**config.mk**
```make
export PLATFORM = sky130hd
export DESIGN_NAME = deep_sleep_power_control
export DESIGN_NICKNAME = d
export VERILOG_FILES = /design/src/core/deep_sleep_pkg.sv /design/src/core/deep_sleep_power_control.sv
export SDC_FILE = /design/constraint.sdc
export NUM_CORES = 1
export LEC_CHECK = 0
export ABC_AREA = 1
export BUFFER_PORTS_ARGS = -buffer_cell sky130_fd_sc_hd__buf_2
export CORE_UTILIZATION = 30
export CTS_CLUSTER_DIAMETER = 100
export DETAILED_ROUTE_END_ITERATION = 6
export PLACE_DENSITY = 0.62
export SLEW_MARGIN = 20
export SYNTH_ARGS = -nofsm -noshare
export SYNTH_HDL_FRONTEND = slang
export SYNTH_SLANG_ARGS = --single-unit
```
**constraint.sdc**
```tcl
create_clock -name CLK -period 0.8 [get_ports CLK]
set_input_delay 0.08 -clock CLK [delete_from_list [all_inputs] [get_ports CLK]]
set_output_delay 0.08 -clock CLK [all_outputs]
set_load 0.05 [all_outputs]
```
**src/core/deep_sleep_pkg.sv**
```systemverilog
/*
 * constants and carrier types for the deep sleep power control block.
 * assumes a single 200 MHz clock and an active-low mode-set pin from the host.
 */
`default_nettype none
package deep_sleep_pkg;
    // clock period in picoseconds (200 MHz)
    localparam int unsigned CLK_PERIOD_PS        = 5000;
    // longest mode-set low time that still counts as normal operation, in ns
    localparam int unsigned MODE_SET_LOW_MAX_NS  = 500;
    // the same figure as clock cycles (longest time, rounded down)
    localparam int unsigned MODE_SET_LOW_CYCLES  = (MODE_SET_LOW_MAX_NS * 1000) / CLK_PERIOD_PS;
    // width of the low-time counter
    localparam int unsigned LOW_CNT_W            = 8;
    // default deep sleep enable bit of the mode register
    localparam logic        DEEP_SLEEP_EN_RESET  = 1'b1;
    // default of the remaining mode register settings
    localparam logic [7:0]  MODE_CFG_RESET       = 8'h00;

    // power states of the block
    typedef enum logic [1:0] {
        PWR_NORMAL,
        PWR_DEEP_SLEEP
    } pwr_state_t;

    // mode register image held by the block
    typedef struct packed {
        logic       deep_sleep_en;
        logic [7:0] cfg;
    } mode_reg_t;
endpackage
`default_nettype wire

```
**src/core/deep_sleep_power_control.sv**
```systemverilog
/*
 * deep sleep power control for a pseudo-static ram core.
 * - watches the low-active mode-set pin and times each low period in normal operation
 * - a low held beyond the threshold, with deep sleep enabled in the
 *   mode register, executes the deep sleep state
 * - in the executed state refresh is stopped and the array contents are
 *   flagged as lost; the flag stays up until the next reset
 * - a wake-up sequence from the host leaves the state and reloads every
 *   mode register setting with its default
 * - a short low, or a low with the enable clear, changes nothing
 * - the threshold is a count of clock cycles; a low of exactly the
 *   threshold length is still normal operation
 * - writes to the mode register are refused while asleep
 * assumes:
 * - the mode-set pin and the wake-up indication are asynchronous to CLK
 *   and pass two flops before any logic reads them
 * - mode writes are one-cycle strobes from logic on CLK
 * - RST_N is asynchronous and is released through two flops here
 * - the host rewrites the mode register after every wake-up
 */
`default_nettype none
module deep_sleep_power_control (
    input  wire logic                    CLK,
    input  wire logic                    RST_N,
    input  wire logic                    MODE_SET_PIN_N,
    input  wire logic                    WAKE_SEQ,
    input  wire logic                    MODE_WR,
    input  wire deep_sleep_pkg::mode_reg_t MODE_WDATA,
    output var  deep_sleep_pkg::mode_reg_t MODE_REG,
    output var  logic                    REFRESH_EN,
    output var  logic                    DEEP_SLEEP_STATE,
    output var  logic                    DATA_CORRUPT
);
    // reset release synchroniser
    logic                                 rst_meta;        // first stage of the release
    logic                                 rst_sync_n;      // internal reset, low active

    // mode-set pin synchroniser
    logic                                 pin_meta;        // first stage, read by pin_sync only
    logic                                 pin_sync;        // settled pin level, low active
    logic                                 next_pin_meta;   // next first stage
    logic                                 next_pin_sync;   // next settled level

    // wake-up synchroniser
    logic                                 wake_meta;       // first stage, read by wake_sync only
    logic                                 wake_sync;       // settled wake-up indication
    logic                                 next_wake_meta;  // next first stage
    logic                                 next_wake_sync;  // next settled indication

    // power state
    deep_sleep_pkg::pwr_state_t           state;           // normal or executed deep sleep
    deep_sleep_pkg::pwr_state_t           next_state;      // state after this edge

    // low-time counter
    logic [deep_sleep_pkg::LOW_CNT_W-1:0] low_cnt;         // synchronised low cycles so far
    logic [deep_sleep_pkg::LOW_CNT_W-1:0] next_low_cnt;    // count after this edge

    // next values of the registered outputs
    deep_sleep_pkg::mode_reg_t            next_mode_reg;   // mode register image
    logic                                 next_refresh_en; // refresh request
    logic                                 next_deep_sleep; // executed state flag
    logic                                 next_corrupt;    // contents lost flag

    // decoded conditions
    logic                                 low_seen;        // pin held low this cycle
    logic                                 low_expired;     // low lasted the full threshold
    logic                                 enter_sleep;     // execute deep sleep at this edge

    // default mode register image, loaded on the way out of deep sleep;
    // built from the same constants as the reset value so the two agree
    function automatic deep_sleep_pkg::mode_reg_t mode_default();
        deep_sleep_pkg::mode_reg_t m;
        m.deep_sleep_en = deep_sleep_pkg::DEEP_SLEEP_EN_RESET;
        m.cfg           = deep_sleep_pkg::MODE_CFG_RESET;
        return m;
    endfunction

    // true once a low count has reached the threshold; the cast keeps the
    // compare at counter width
    function automatic logic low_time_over(
        input logic [deep_sleep_pkg::LOW_CNT_W-1:0] cnt
    );
        return (cnt >= deep_sleep_pkg::LOW_CNT_W'(deep_sleep_pkg::MODE_SET_LOW_CYCLES));
    endfunction

    // reset is released through two flops; assertion stays asynchronous
    always_ff @(posedge CLK or negedge RST_N) begin
        if (!RST_N) begin
            rst_meta   <= 1'b0;
            rst_sync_n <= 1'b0;
        end else begin
            // ones walk in from the first stage
            rst_meta   <= 1'b1;
            rst_sync_n <= rst_meta;
        end
    end

    // next values of the pin synchronisers
    always_comb begin
        next_pin_meta  = MODE_SET_PIN_N;
        next_pin_sync  = pin_meta;
        next_wake_meta = WAKE_SEQ;
        next_wake_sync = wake_meta;
    end

    // two-flop synchronisers; idle levels are pin high and no wake-up, so
    // no false low or false wake follows reset
    always_ff @(posedge CLK or negedge rst_sync_n) begin
        if (!rst_sync_n) begin
            pin_meta  <= 1'b1;
            pin_sync  <= 1'b1;
            wake_meta <= 1'b0;
            wake_sync <= 1'b0;
        end else begin
            pin_meta  <= next_pin_meta;
            pin_sync  <= next_pin_sync;
            wake_meta <= next_wake_meta;
            wake_sync <= next_wake_sync;
        end
    end

    // decoded conditions of the normal state
    assign low_seen    = !pin_sync;
    assign low_expired = low_time_over(low_cnt);
    // a long low only executes deep sleep while the enable bit is set
    assign enter_sleep = (state == deep_sleep_pkg::PWR_NORMAL) && low_seen &&
                         low_expired && MODE_REG.deep_sleep_en;

    // low-time counter: counts synchronised low cycles in normal operation.
    // it saturates at the threshold, so a low of any length cannot wrap
    // round and look short again.
    always_comb begin
        next_low_cnt = low_cnt;
        if (state != deep_sleep_pkg::PWR_NORMAL) begin
            // nothing is timed while asleep
            next_low_cnt = '0;
        end else if (!low_seen) begin
            // a high restarts the count, so short lows never add up
            next_low_cnt = '0;
        end else if (enter_sleep) begin
            // the count is spent on the entry
            next_low_cnt = '0;
        end else if (!low_expired) begin
            next_low_cnt = low_cnt + 1'b1;
        end
    end

    // low-time counter register
    always_ff @(posedge CLK or negedge rst_sync_n) begin
        if (!rst_sync_n) begin
            low_cnt <= '0;
        end else begin
            low_cnt <= next_low_cnt;
        end
    end

    // next power state, mode register and output flags.
    // timing from a pin going low: two edges of synchroniser, the threshold
    // count, then one edge to register the new state. the outputs are
    // computed from the next state so that they change together with it.
    always_comb begin
        // hold everything unless a branch below says otherwise
        next_state    = state;
        next_mode_reg = MODE_REG;
        next_corrupt  = DATA_CORRUPT;
        unique case (state)
            deep_sleep_pkg::PWR_NORMAL: begin
                if (enter_sleep) begin
                    // long low while enabled: execute deep sleep
                    next_state   = deep_sleep_pkg::PWR_DEEP_SLEEP;
                    // array contents are lost from here on; the flag is sticky
                    next_corrupt = 1'b1;
                end else if (MODE_WR) begin
                    // a write changes settings only; refresh keeps running
                    next_mode_reg = MODE_WDATA;
                end
            end
            deep_sleep_pkg::PWR_DEEP_SLEEP: begin
                // writes are ignored; stay until the wake-up sequence arrives
                if (wake_sync) begin
                    next_state    = deep_sleep_pkg::PWR_NORMAL;
                    // every setting returns to its default on the way out
                    next_mode_reg = mode_default();
                end
            end
            default: begin
                // an illegal code falls back to normal operation
                next_state = deep_sleep_pkg::PWR_NORMAL;
            end
        endcase
        next_deep_sleep = (next_state == deep_sleep_pkg::PWR_DEEP_SLEEP);
        // refresh stops only in the executed state, never from the enable bit
        next_refresh_en = !next_deep_sleep;
    end

    // registered outputs and power state; reset gives normal operation with
    // every mode setting at its default
    always_ff @(posedge CLK or negedge rst_sync_n) begin
        if (!rst_sync_n) begin
            state            <= deep_sleep_pkg::PWR_NORMAL;
            MODE_REG         <= '{deep_sleep_en: deep_sleep_pkg::DEEP_SLEEP_EN_RESET,
                                  cfg: deep_sleep_pkg::MODE_CFG_RESET};
            REFRESH_EN       <= 1'b1;
            DEEP_SLEEP_STATE <= 1'b0;
            DATA_CORRUPT     <= 1'b0;
        end else begin
            // every top-level output comes straight from one of these flops
            state            <= next_state;
            MODE_REG         <= next_mode_reg;
            REFRESH_EN       <= next_refresh_en;
            DEEP_SLEEP_STATE <= next_deep_sleep;
            DATA_CORRUPT     <= next_corrupt;
        end
    end
endmodule
`default_nettype wire

```
==> flow_metrics.tcl, run 1 <==
set metrics [dict create \
    status "finished with violations" \
    failed_checks "negative setup slack" \
    final_area_mm2 0.00194 \
    yosysMostFrequentCell "nand2_1" \
    drive_gt1_frac 0.430 \
    core_region_area_mm2 0.00400 \
    internal_power_mw 2.22 \
    endpoint_kind "register" \
    path_clk_slew_ns 0.09 \
    seq_power_share 0.510 \
    p_comb_frac 0.213 \
    fin_util 0.484 \
    power_mw 3.07 \
    cts_buffers 3 \
    dpl_cell_area_mm2 0.00163 \
    dp_slack_ns -0.479 \
    die_h_um 66.8 \
    final.setup.tns_ns -9.87 \
    grt_overflow_total 0 \
    dp_cells 242 \
    die-area_mm2 0.00446 \
    regToRegEndpoint "MODE_REG[6]" \
    min_period_ns 1.23 \
    critPathMaxFanout 9 \
    hold_class "in -> async" \
    wirelength_um 2760 \
    track_usage 0.140 \
    root_buffer "clkbuf_8" \
    netlist-cell-type-count 20 \
    drc 0 \
    wl_per_cell_um 10.7 \
    vias_per_cell 4.33 \
    ys.flop_type "dfrtp_1" \
    fin_crit_sh 1.53 \
    grt_pass1_vias 1115 \
    yosysSeqAreaShare 0.561 \
    finalSetupViolCount 33 \
    grt_pass1_wl_um 4810 \
    first_pass_iters 4 \
    synth_area_leaders "dfrtp_1 48%, nand2_1 12%, dfstp_2 8.3%, inv_1 6.3%, nor2_1 5.7%" \
    areaGrowthSynthToFinish_pct 53.9 \
    ys_warn_count 0 \
    setup_ws_ns -0.426 \
    criticalPathCategory "reg -> reg" \
    antenna_cells 0 \
    antenna_left 0 \
    rsz0062_at_grt "true" \
    synthTopCellsByCount "39 x nand2_1, 24 x dfrtp_1, 21 x inv_1" \
    hold_violations 0 \
    stdcell_count 257 \
    ff2ff_path_depth 7 \
    switching_power_uw 857 \
    slew_viol_final 0 \
    synthArstFlopShare 1.00 \
    syn-num-nets 162 \
    worstReg2RegStart "state[1]" \
    num_vias 1112 \
    max_freq_ghz 0.815 \
    worst_setup_path_start_kind "register" \
    r2r_slack_ns -0.43 \
    syn_area_mm2 0.00126 \
    h-tree-depth 1 \
    required_ns 0.97 \
    powerDensity_mw_per_mm2 1590 \
    hold_slack_ns 0.115 \
    cts_tree "built" \
    synth_area_per_cell_um2 8.62 \
    yosys.area.top_type_share 0.477 \
    fin_skew_ns 0.00250 \
    die_w_um 66.8 \
    p_clk_frac 0.277 \
    sw_frac_of_total 0.279 \
    start_util 0.315 \
    ctsLongestPathBuffers 2 \
    port_buffers 25 \
    worstPathArrival_ns 1.39 \
    leakagePower_nw 0.990 \
    drv_cap 0 \
    synth_enable_flop_cells 0 \
    vdd_drop_max_v 0.000899 \
    hpwl_um 1870 \
    drt_first_iter_violations 28 \
    ys_ff_latch 28 \
    routabilityCongestion 0.824 \
    num_rows 23 \
    setup.worst_path.start "state[1]" \
    netlist_instances 146 \
    yosysTopAreaCell "dfrtp_1" \
    final_nets 224 \
    cts.sinks 28 \
    clkLatencyLatePin_ns 0.27 \
    antenna_found_initial 0 \
    grt_max_degree 27 \
    io_pins 26 \
]
## registers in the layout (all words and copies together) (netlist names)
signal and cells:
rst_meta 1, next_wake_sync 1, state 2, DEEP_SLEEP_STATE 1, MODE_REG 9, wake_sync 1
pin_sync 1, DATA_CORRUPT 1, REFRESH_EN 1, rst_sync_n 1, low_cnt 8, next_pin_sync 1
## routing by layer
| layer | vias up | GRT usage | wire length [um] |
|---|---|---|---|
| li1 | 581 | - | - |
| met1 | 513 | 0.178 | 1280 |
| met2 | 18 | 0.249 | 1400 |
| met3 | 0 | 0.0188 | 74 |
| met4 | 0 | 0.0319 | 0 |
| met5 | - | 0 | 0 |
## worst max-delay path by stage
stage | slack [ns] | cells after the start | end
finish | -0.43 | 7 | MODE_REG[6]
global route | -0.53 | 7 | MODE_REG[2]
CTS | -0.41 | 8 | MODE_REG[6]
detailed placement | -0.48 | 7 | low_cnt[0]
global placement | -0.47 | 7 | MODE_REG[7]
floorplan | -0.42 | 4 | MODE_REG[0]
## placed cells by master (no fill, tap or decap), drive strengths merged
cell and count:
conb 2, or2 3, nand4 11, dlygate4sd3 3, inv 23, buf 54
clkbuf 4, xnor2 1, nand3 8, dfstp 4, a21oi 5, nor2 20
o21ai 1, ha 2, nand2 42, dfrtp 24
## power groups by stage
| stage | sequential, mW | clock [mW] | combinational, mW |
|---|---|---|---|
| 4_1_cts | 1.57 | 0.877 | 0.653 |
| 2_1_floorplan | 1.80 | 0 | 0.112 |
| 3_3_place_gp | 1.58 | 0 | 0.507 |
| 6_report | 1.57 | 0.851 | 0.655 |
| 3_5_place_dp | 1.58 | 0 | 0.514 |
| 5_1_grt | 1.58 | 0.926 | 0.706 |
## worst max-delay path, cell delays in order (launching register included)
cell	delay [ns]
dfrtp_1	0.42
inv_2	0.09
nand2_4	0.06
nor2_4	0.12
nand3_4	0.14
buf_6	0.17
nand4_1	0.06
nand2_1	0.05
## kinds of logic after synthesis
group           share of synthesized area
xor+xnor                          0.00696
buf+inv                            0.0835
other cells                       0.00597
compound gates                     0.0238
flops                               0.561
simple gates                        0.299
fa+ha+maj                          0.0199
## layout make-up
| cell class | count | area [um^2] |
|---|---|---|
| clock buffer | 4 | 55.1 |
| timing repair buffer | 57 | 487 |
| sequential | 28 | 707 |
| fill | 375 | 2060 |
| tap | 50 | 62.6 |
| inverter | 23 | 86.3 |
| multi-input combinational | 95 | 539 |
## repair_timing
item                                    CTS  global route
gates resized for setup                  43             6
cloned                                    1             1
pin swaps                                 3             3
hold buffers                              3             0
setup buffers                             5             1
hold endpoints to repair                  4             0
endpoints found under the setup margin   33            33
Note: power is estimated with default switching activity, not from simulation.
==> inputs of run 2 (changes only) <==
Settings changed: REMOVE_ABC_BUFFERS set to 1.
==> run 2 against run 1 <==
Sequential cell count unchanged; global-route usage rose by 0.80 points; largest power group unchanged; non-clock buffer count grew 2; first-iteration DRC count up 21%; fmax fell by 0.11%; clock power shrank 9.2%; worst setup slack got worse by 0.0013 ns; die area unchanged; wire length is 0.18% lower; sequential power about the same; the run still ends with negative setup slack left; clock-buffer cell count unchanged; core utilization shrank 0.63 points.
==> flow_metrics.tcl, run 2 (same netlist as run 1, synthesis figures left out) <==
set metrics [dict create \
    status "finished with violations" \
    failed_checks "negative setup slack" \
    track_usage 0.148 \
    root_buffer "clkbuf_8" \
    wirelength_um 2760 \
    grt_pass1_wl_um 4840 \
    cp_slowest_cell "dfrtp_1" \
    io_pins 26 \
    hpwl_um 1800 \
    hold_end "MODE_REG[7]" \
    drc 0 \
    fin_skew_ns 0.00212 \
    vdd_drop_max_v 0.000927 \
    drive_gt1_frac 0.409 \
    ctsLongestPathBuffers 2 \
    num_vias 1145 \
    reg_top3 "MODE_REG: 9 flops, low_cnt: 8 flops, state: 2 flops" \
    drv_cap 0 \
    path_cells "nor2_4 -> inv_2 -> or2_4 -> nand3_2 -> nand2_1 -> nand2_1" \
    start_util 0.315 \
    regToRegEndpoint "MODE_REG[8]" \
    final_nets 225 \
    required_ns 1.02 \
    grt_max_degree 27 \
    cpPeakStageDelay_ns 0.42 \
    cts_tree "built" \
    dpl_cell_area_mm2 0.00161 \
    slew_viol_final 0 \
    powerDensity_mw_per_mm2 1580 \
    path_clk_slew_ns 0.09 \
    antenna_cells 0 \
    die_h_um 66.8 \
    leakagePower_nw 0.993 \
    cts.sinks 28 \
    hp-start "MODE_WDATA[7]" \
    worstReg2RegStart "state[1]" \
    vias_per_cell 4.44 \
    clkLatencyLatePin_ns 0.27 \
    ff2ff_path_depth 6 \
    port_buffers 25 \
    grt_pass1_vias 1080 \
    drt_first_iter_violations 34 \
    grt_overflow_total 0 \
    max_freq_ghz 0.815 \
    min_period_ns 1.23 \
    worstPathArrival_ns 1.45 \
    rsz0062_at_grt "true" \
    wl_per_cell_um 10.7 \
    setup_ws_ns -0.428 \
    layout_commonest_cell "nand2_1" \
    hold_class "in -> reg" \
    areaGrowthSynthToFinish_pct 51.9 \
    num_rows 23 \
    holdPathStages 5 \
    hold_violations 0 \
    die-area_mm2 0.00446 \
    fin_crit_sh 1.53 \
    criticalPathCategory "reg -> reg" \
    endpoint_kind "register" \
    r2r_slack_ns -0.43 \
    cts_buffers 3 \
    regMostFlops "MODE_REG" \
    fillers 380 \
    antenna_found_initial 0 \
    first_pass_iters 4 \
    largest_register_ffs 9 \
    layout_common_cells "36 x nand2_1, 26 x buf_4, 24 x dfrtp_1" \
    finalSetupViolCount 33 \
    antenna_left 0 \
    core_region_area_mm2 0.00400 \
    final_area_mm2 0.00191 \
    worst_setup_path_start_kind "register" \
    dp_slack_ns -0.467 \
    die_w_um 66.8 \
    routabilityCongestion 0.817 \
    critPathMaxFanout 13 \
    crit_top_cell "nand2_1" \
    h-tree-depth 1 \
    final.setup.tns_ns -9.74 \
]
==> run 2: how the worst max path moves through the flow <==
stage	start	endpoint	slack (ns)	depth (start not counted)
after floorplan	MODE_REG[8]	low_cnt[2]	-0.55	3
after global placement	low_cnt[4]	MODE_REG[5]	-0.46	8
after detailed placement	low_cnt[4]	MODE_REG[5]	-0.47	8
after CTS	low_cnt[4]	MODE_REG[4]	-0.42	8
after global routing	low_cnt[4]	MODE_REG[8]	-0.53	8
final	state[1]	MODE_REG[8]	-0.43	6
==> run 2: worst max-delay path: cells and delay by family (launching register included) <==
family	cells	cell delay (ns)
and+or+nand+nor	5	0.71
DFF	1	0.42
buffers and inverters	1	0.05
==> run 2: per-stage QoR <==
| stage | util | power (mW) | instances | hold slack [ns] |
|---|---|---|---|---|
| after CTS | 0.465 | 3.03 | 255 | 0.101 |
| after detailed placement | 0.401 | 2.09 | 241 | -0.133 |
| after global routing | 0.478 | 3.17 | 258 | 0.120 |
| after floorplan | - | 1.91 | 144 | -0.216 |
| after global placement | 0.401 | 2.08 | 241 | -0.133 |
| final | 0.478 | 3.02 | 258 | 0.121 |
==> run 2: final cells by class <==
cell class	instances	area [um^2]	share of cell area
flip-flops and latches	28	706	0.369
multi-input cells	94	514	0.269
repair buffers	59	498	0.260
inverters	23	86.3	0.0452
well taps	50	62.6	0.0327
clock buffers	4	45.0	0.0236
==> run 2: report_power, final <==
part	internal (mW)	switching, mW
registers	1.51	0.0592
logic	0.297	0.390
clock network	0.357	0.416
total	2.16	0.865
==> run 2: timing repair <==
| item | in CTS | in global routing |
|---|---|---|
| gates cloned | 2 | 0 |
| setup endpoints to repair | 33 | 33 |
| hold buffers | 3 | 0 |
| gates resized for setup | 36 | 11 |
| endpoints found under the hold margin | 4 | 0 |
| setup buffers | 5 | 4 |
| pin swaps | 3 | 9 |
==> run 2: layer usage <==
layer	global-route usage	wire length, um	vias to the layer above
met1	0.182	1230	534
met2	0.249	1360	28
li1	-	-	579
met4	0.0718	49	0
met5	0	0	-
met3	0.0240	117	4
==> inputs of run 3 (changes only) <==
==> constraint.sdc (replaced) <==
create_clock -name CLK -period 0.8 [get_ports CLK]
set_input_delay 0.16 -clock CLK [delete_from_list [all_inputs] [get_ports CLK]]
set_output_delay 0.16 -clock CLK [all_outputs]
set_load 0.05 [all_outputs]
==> run 3 against run 2 <==
The run still ends with negative setup slack left; register-to-register slack hardly changed; sequential cell count is the same; critical path type is now reg -> out; clock skew is 0.00069 ns lower; hold slack gained 0.088 ns; cell count decreased by 1.9%; total power fell by 1.5%; wire length decreased by 7.9%; clock power is 2% lower; non-clock buffer count down 4; fmax down 1.5%.
==> flow_metrics.tcl, run 3 (same netlist as run 1, synthesis figures left out) <==
set metrics [dict create \
    num_rows 23 \
    hold_class "in -> async" \
    worstReg2RegStart "state[1]" \
    die_h_um 66.8 \
    clkLatencyLatePin_ns 0.27 \
    num_vias 1087 \
    final_nets 220 \
    antenna_left 0 \
    dpl_cell_area_mm2 0.00161 \
    drt_first_iter_violations 15 \
    switching_power_uw 839 \
    wl_per_cell_um 10.0 \
    antenna_found_initial 0 \
    ff2ff_path_depth 6 \
    layout_commonest_cell "nand2_1" \
    final_area_mm2 0.00186 \
    die_w_um 66.8 \
    root_buffer "clkbuf_8" \
    drc 0 \
    port_buffers 25 \
    sw_frac_of_total 0.282 \
    grt_overflow_total 0 \
    rsz0062_at_grt "true" \
    failed_checks "negative setup slack" \
    grt_pass1_wl_um 4690 \
    die-area_mm2 0.00446 \
    internal_power_mw 2.14 \
    powerDensity_mw_per_mm2 1600 \
    fin_util 0.464 \
    leakagePower_nw 0.967 \
    criticalPathCategory "reg -> out" \
    fin_skew_ns 0.00143 \
    seq_power_share 0.525 \
    drv_cap 0 \
    h-tree-depth 1 \
    hold_violations 0 \
    finalSetupViolCount 33 \
    areaGrowthSynthToFinish_pct 47.6 \
    vdd_drop_max_v 0.000913 \
    worst_setup_path_start_kind "register" \
    wirelength_um 2540 \
    p_comb_frac 0.221 \
    worstPathArrival_ns 1.09 \
    critPathMaxFanout 2 \
    setup.worst_path.start "MODE_REG[8]" \
    ctsLongestPathBuffers 2 \
    fin_crit_sh 1.56 \
    required_ns 0.64 \
    slew_viol_final 0 \
    dp_slack_ns -0.467 \
    cts_buffers 3 \
    core_region_area_mm2 0.00400 \
    endpoint_kind "primary output" \
    reg_top3 "MODE_REG: 9 flops, low_cnt: 8 flops, state: 2 flops" \
    largest_register_ffs 9 \
    max_freq_ghz 0.803 \
    path_clk_slew_ns 0.09 \
    cts.sinks 28 \
    grt_pass1_vias 1077 \
    setup_ws_ns -0.446 \
    cts_tree "built" \
    grt_max_degree 27 \
    vias_per_cell 4.30 \
    start_util 0.315 \
    io_pins 26 \
    power_mw 2.98 \
    drive_gt1_frac 0.374 \
    first_pass_iters 2 \
    regMostFlops "MODE_REG" \
    routabilityCongestion 0.817 \
    hpwl_um 1800 \
    track_usage 0.142 \
    status "finished with violations" \
    antenna_cells 0 \
    p_clk_frac 0.254 \
    layout_common_cells "38 x nand2_1, 24 x dfrtp_1, 23 x buf_4" \
    min_period_ns 1.25 \
]
## run 3: routing by layer
metal | GRT usage | routed length (um)
met1 | 0.166 | 1150
met2 | 0.247 | 1250
met3 | 0.0240 | 87
met4 | 0.0718 | 49
met5 | 0 | 0
## run 3: stage by stage
| step | TNS [ns] | hold slack, ns | instances |
|---|---|---|---|
| after floorplan | -11.19 | -0.136 | 144 |
| after global placement | -8.73 | -0.0533 | 241 |
| after detailed placement | -8.88 | -0.0528 | 241 |
| after CTS | -10.97 | 0.181 | 252 |
| after global routing | -13.25 | 0.200 | 253 |
| final | -10.45 | 0.208 | 253 |
## run 3: final timing paths
| kind | slack, ns | end |
|---|---|---|
| worst max-delay path | -0.45 | MODE_REG[8] |
| worst min-delay path | 0.21 | rst_meta |
| worst max register to register | -0.42 | MODE_REG[8] |
| worst min register to register | 0.21 | low_cnt[0] |
| max in group asynchronous | 0.36 | MODE_REG[8] |
| min in group CLK | 0.21 | MODE_REG[7] |
## run 3: what timing repair did
action / CTS / global route
gates resized for setup: 34 / 7
hold endpoints to repair: 4 / 0
hold buffers: 3 / 0
buffers inserted: 4 / 2
pin swaps: 1 / 1
setup endpoints to repair: 33 / 33
## run 3: worst max-delay path: stages (launching register included)
cell     delay (ns)
dfstp_2        0.57
buf_6          0.11
buf_8          0.13
## run 3: area by class of cell
type | count | area (um^2)
inverters | 23 | 86.3
fillers | 378 | 2140
well taps | 50 | 62.6
clock buffers | 4 | 45.0
multi-input cells | 93 | 490
flip-flops and latches | 28 | 706
repair buffers | 55 | 468
## run 3: power by group through the flow
stage | clock network [mW] | registers, mW | logic (mW)
6_report | 0.756 | 1.56 | 0.657
4_1_cts | 0.802 | 1.56 | 0.647
5_1_grt | 0.865 | 1.58 | 0.708
3_5_place_dp | 0 | 1.57 | 0.515
3_3_place_gp | 0 | 1.57 | 0.510
2_1_floorplan | 0 | 1.80 | 0.108
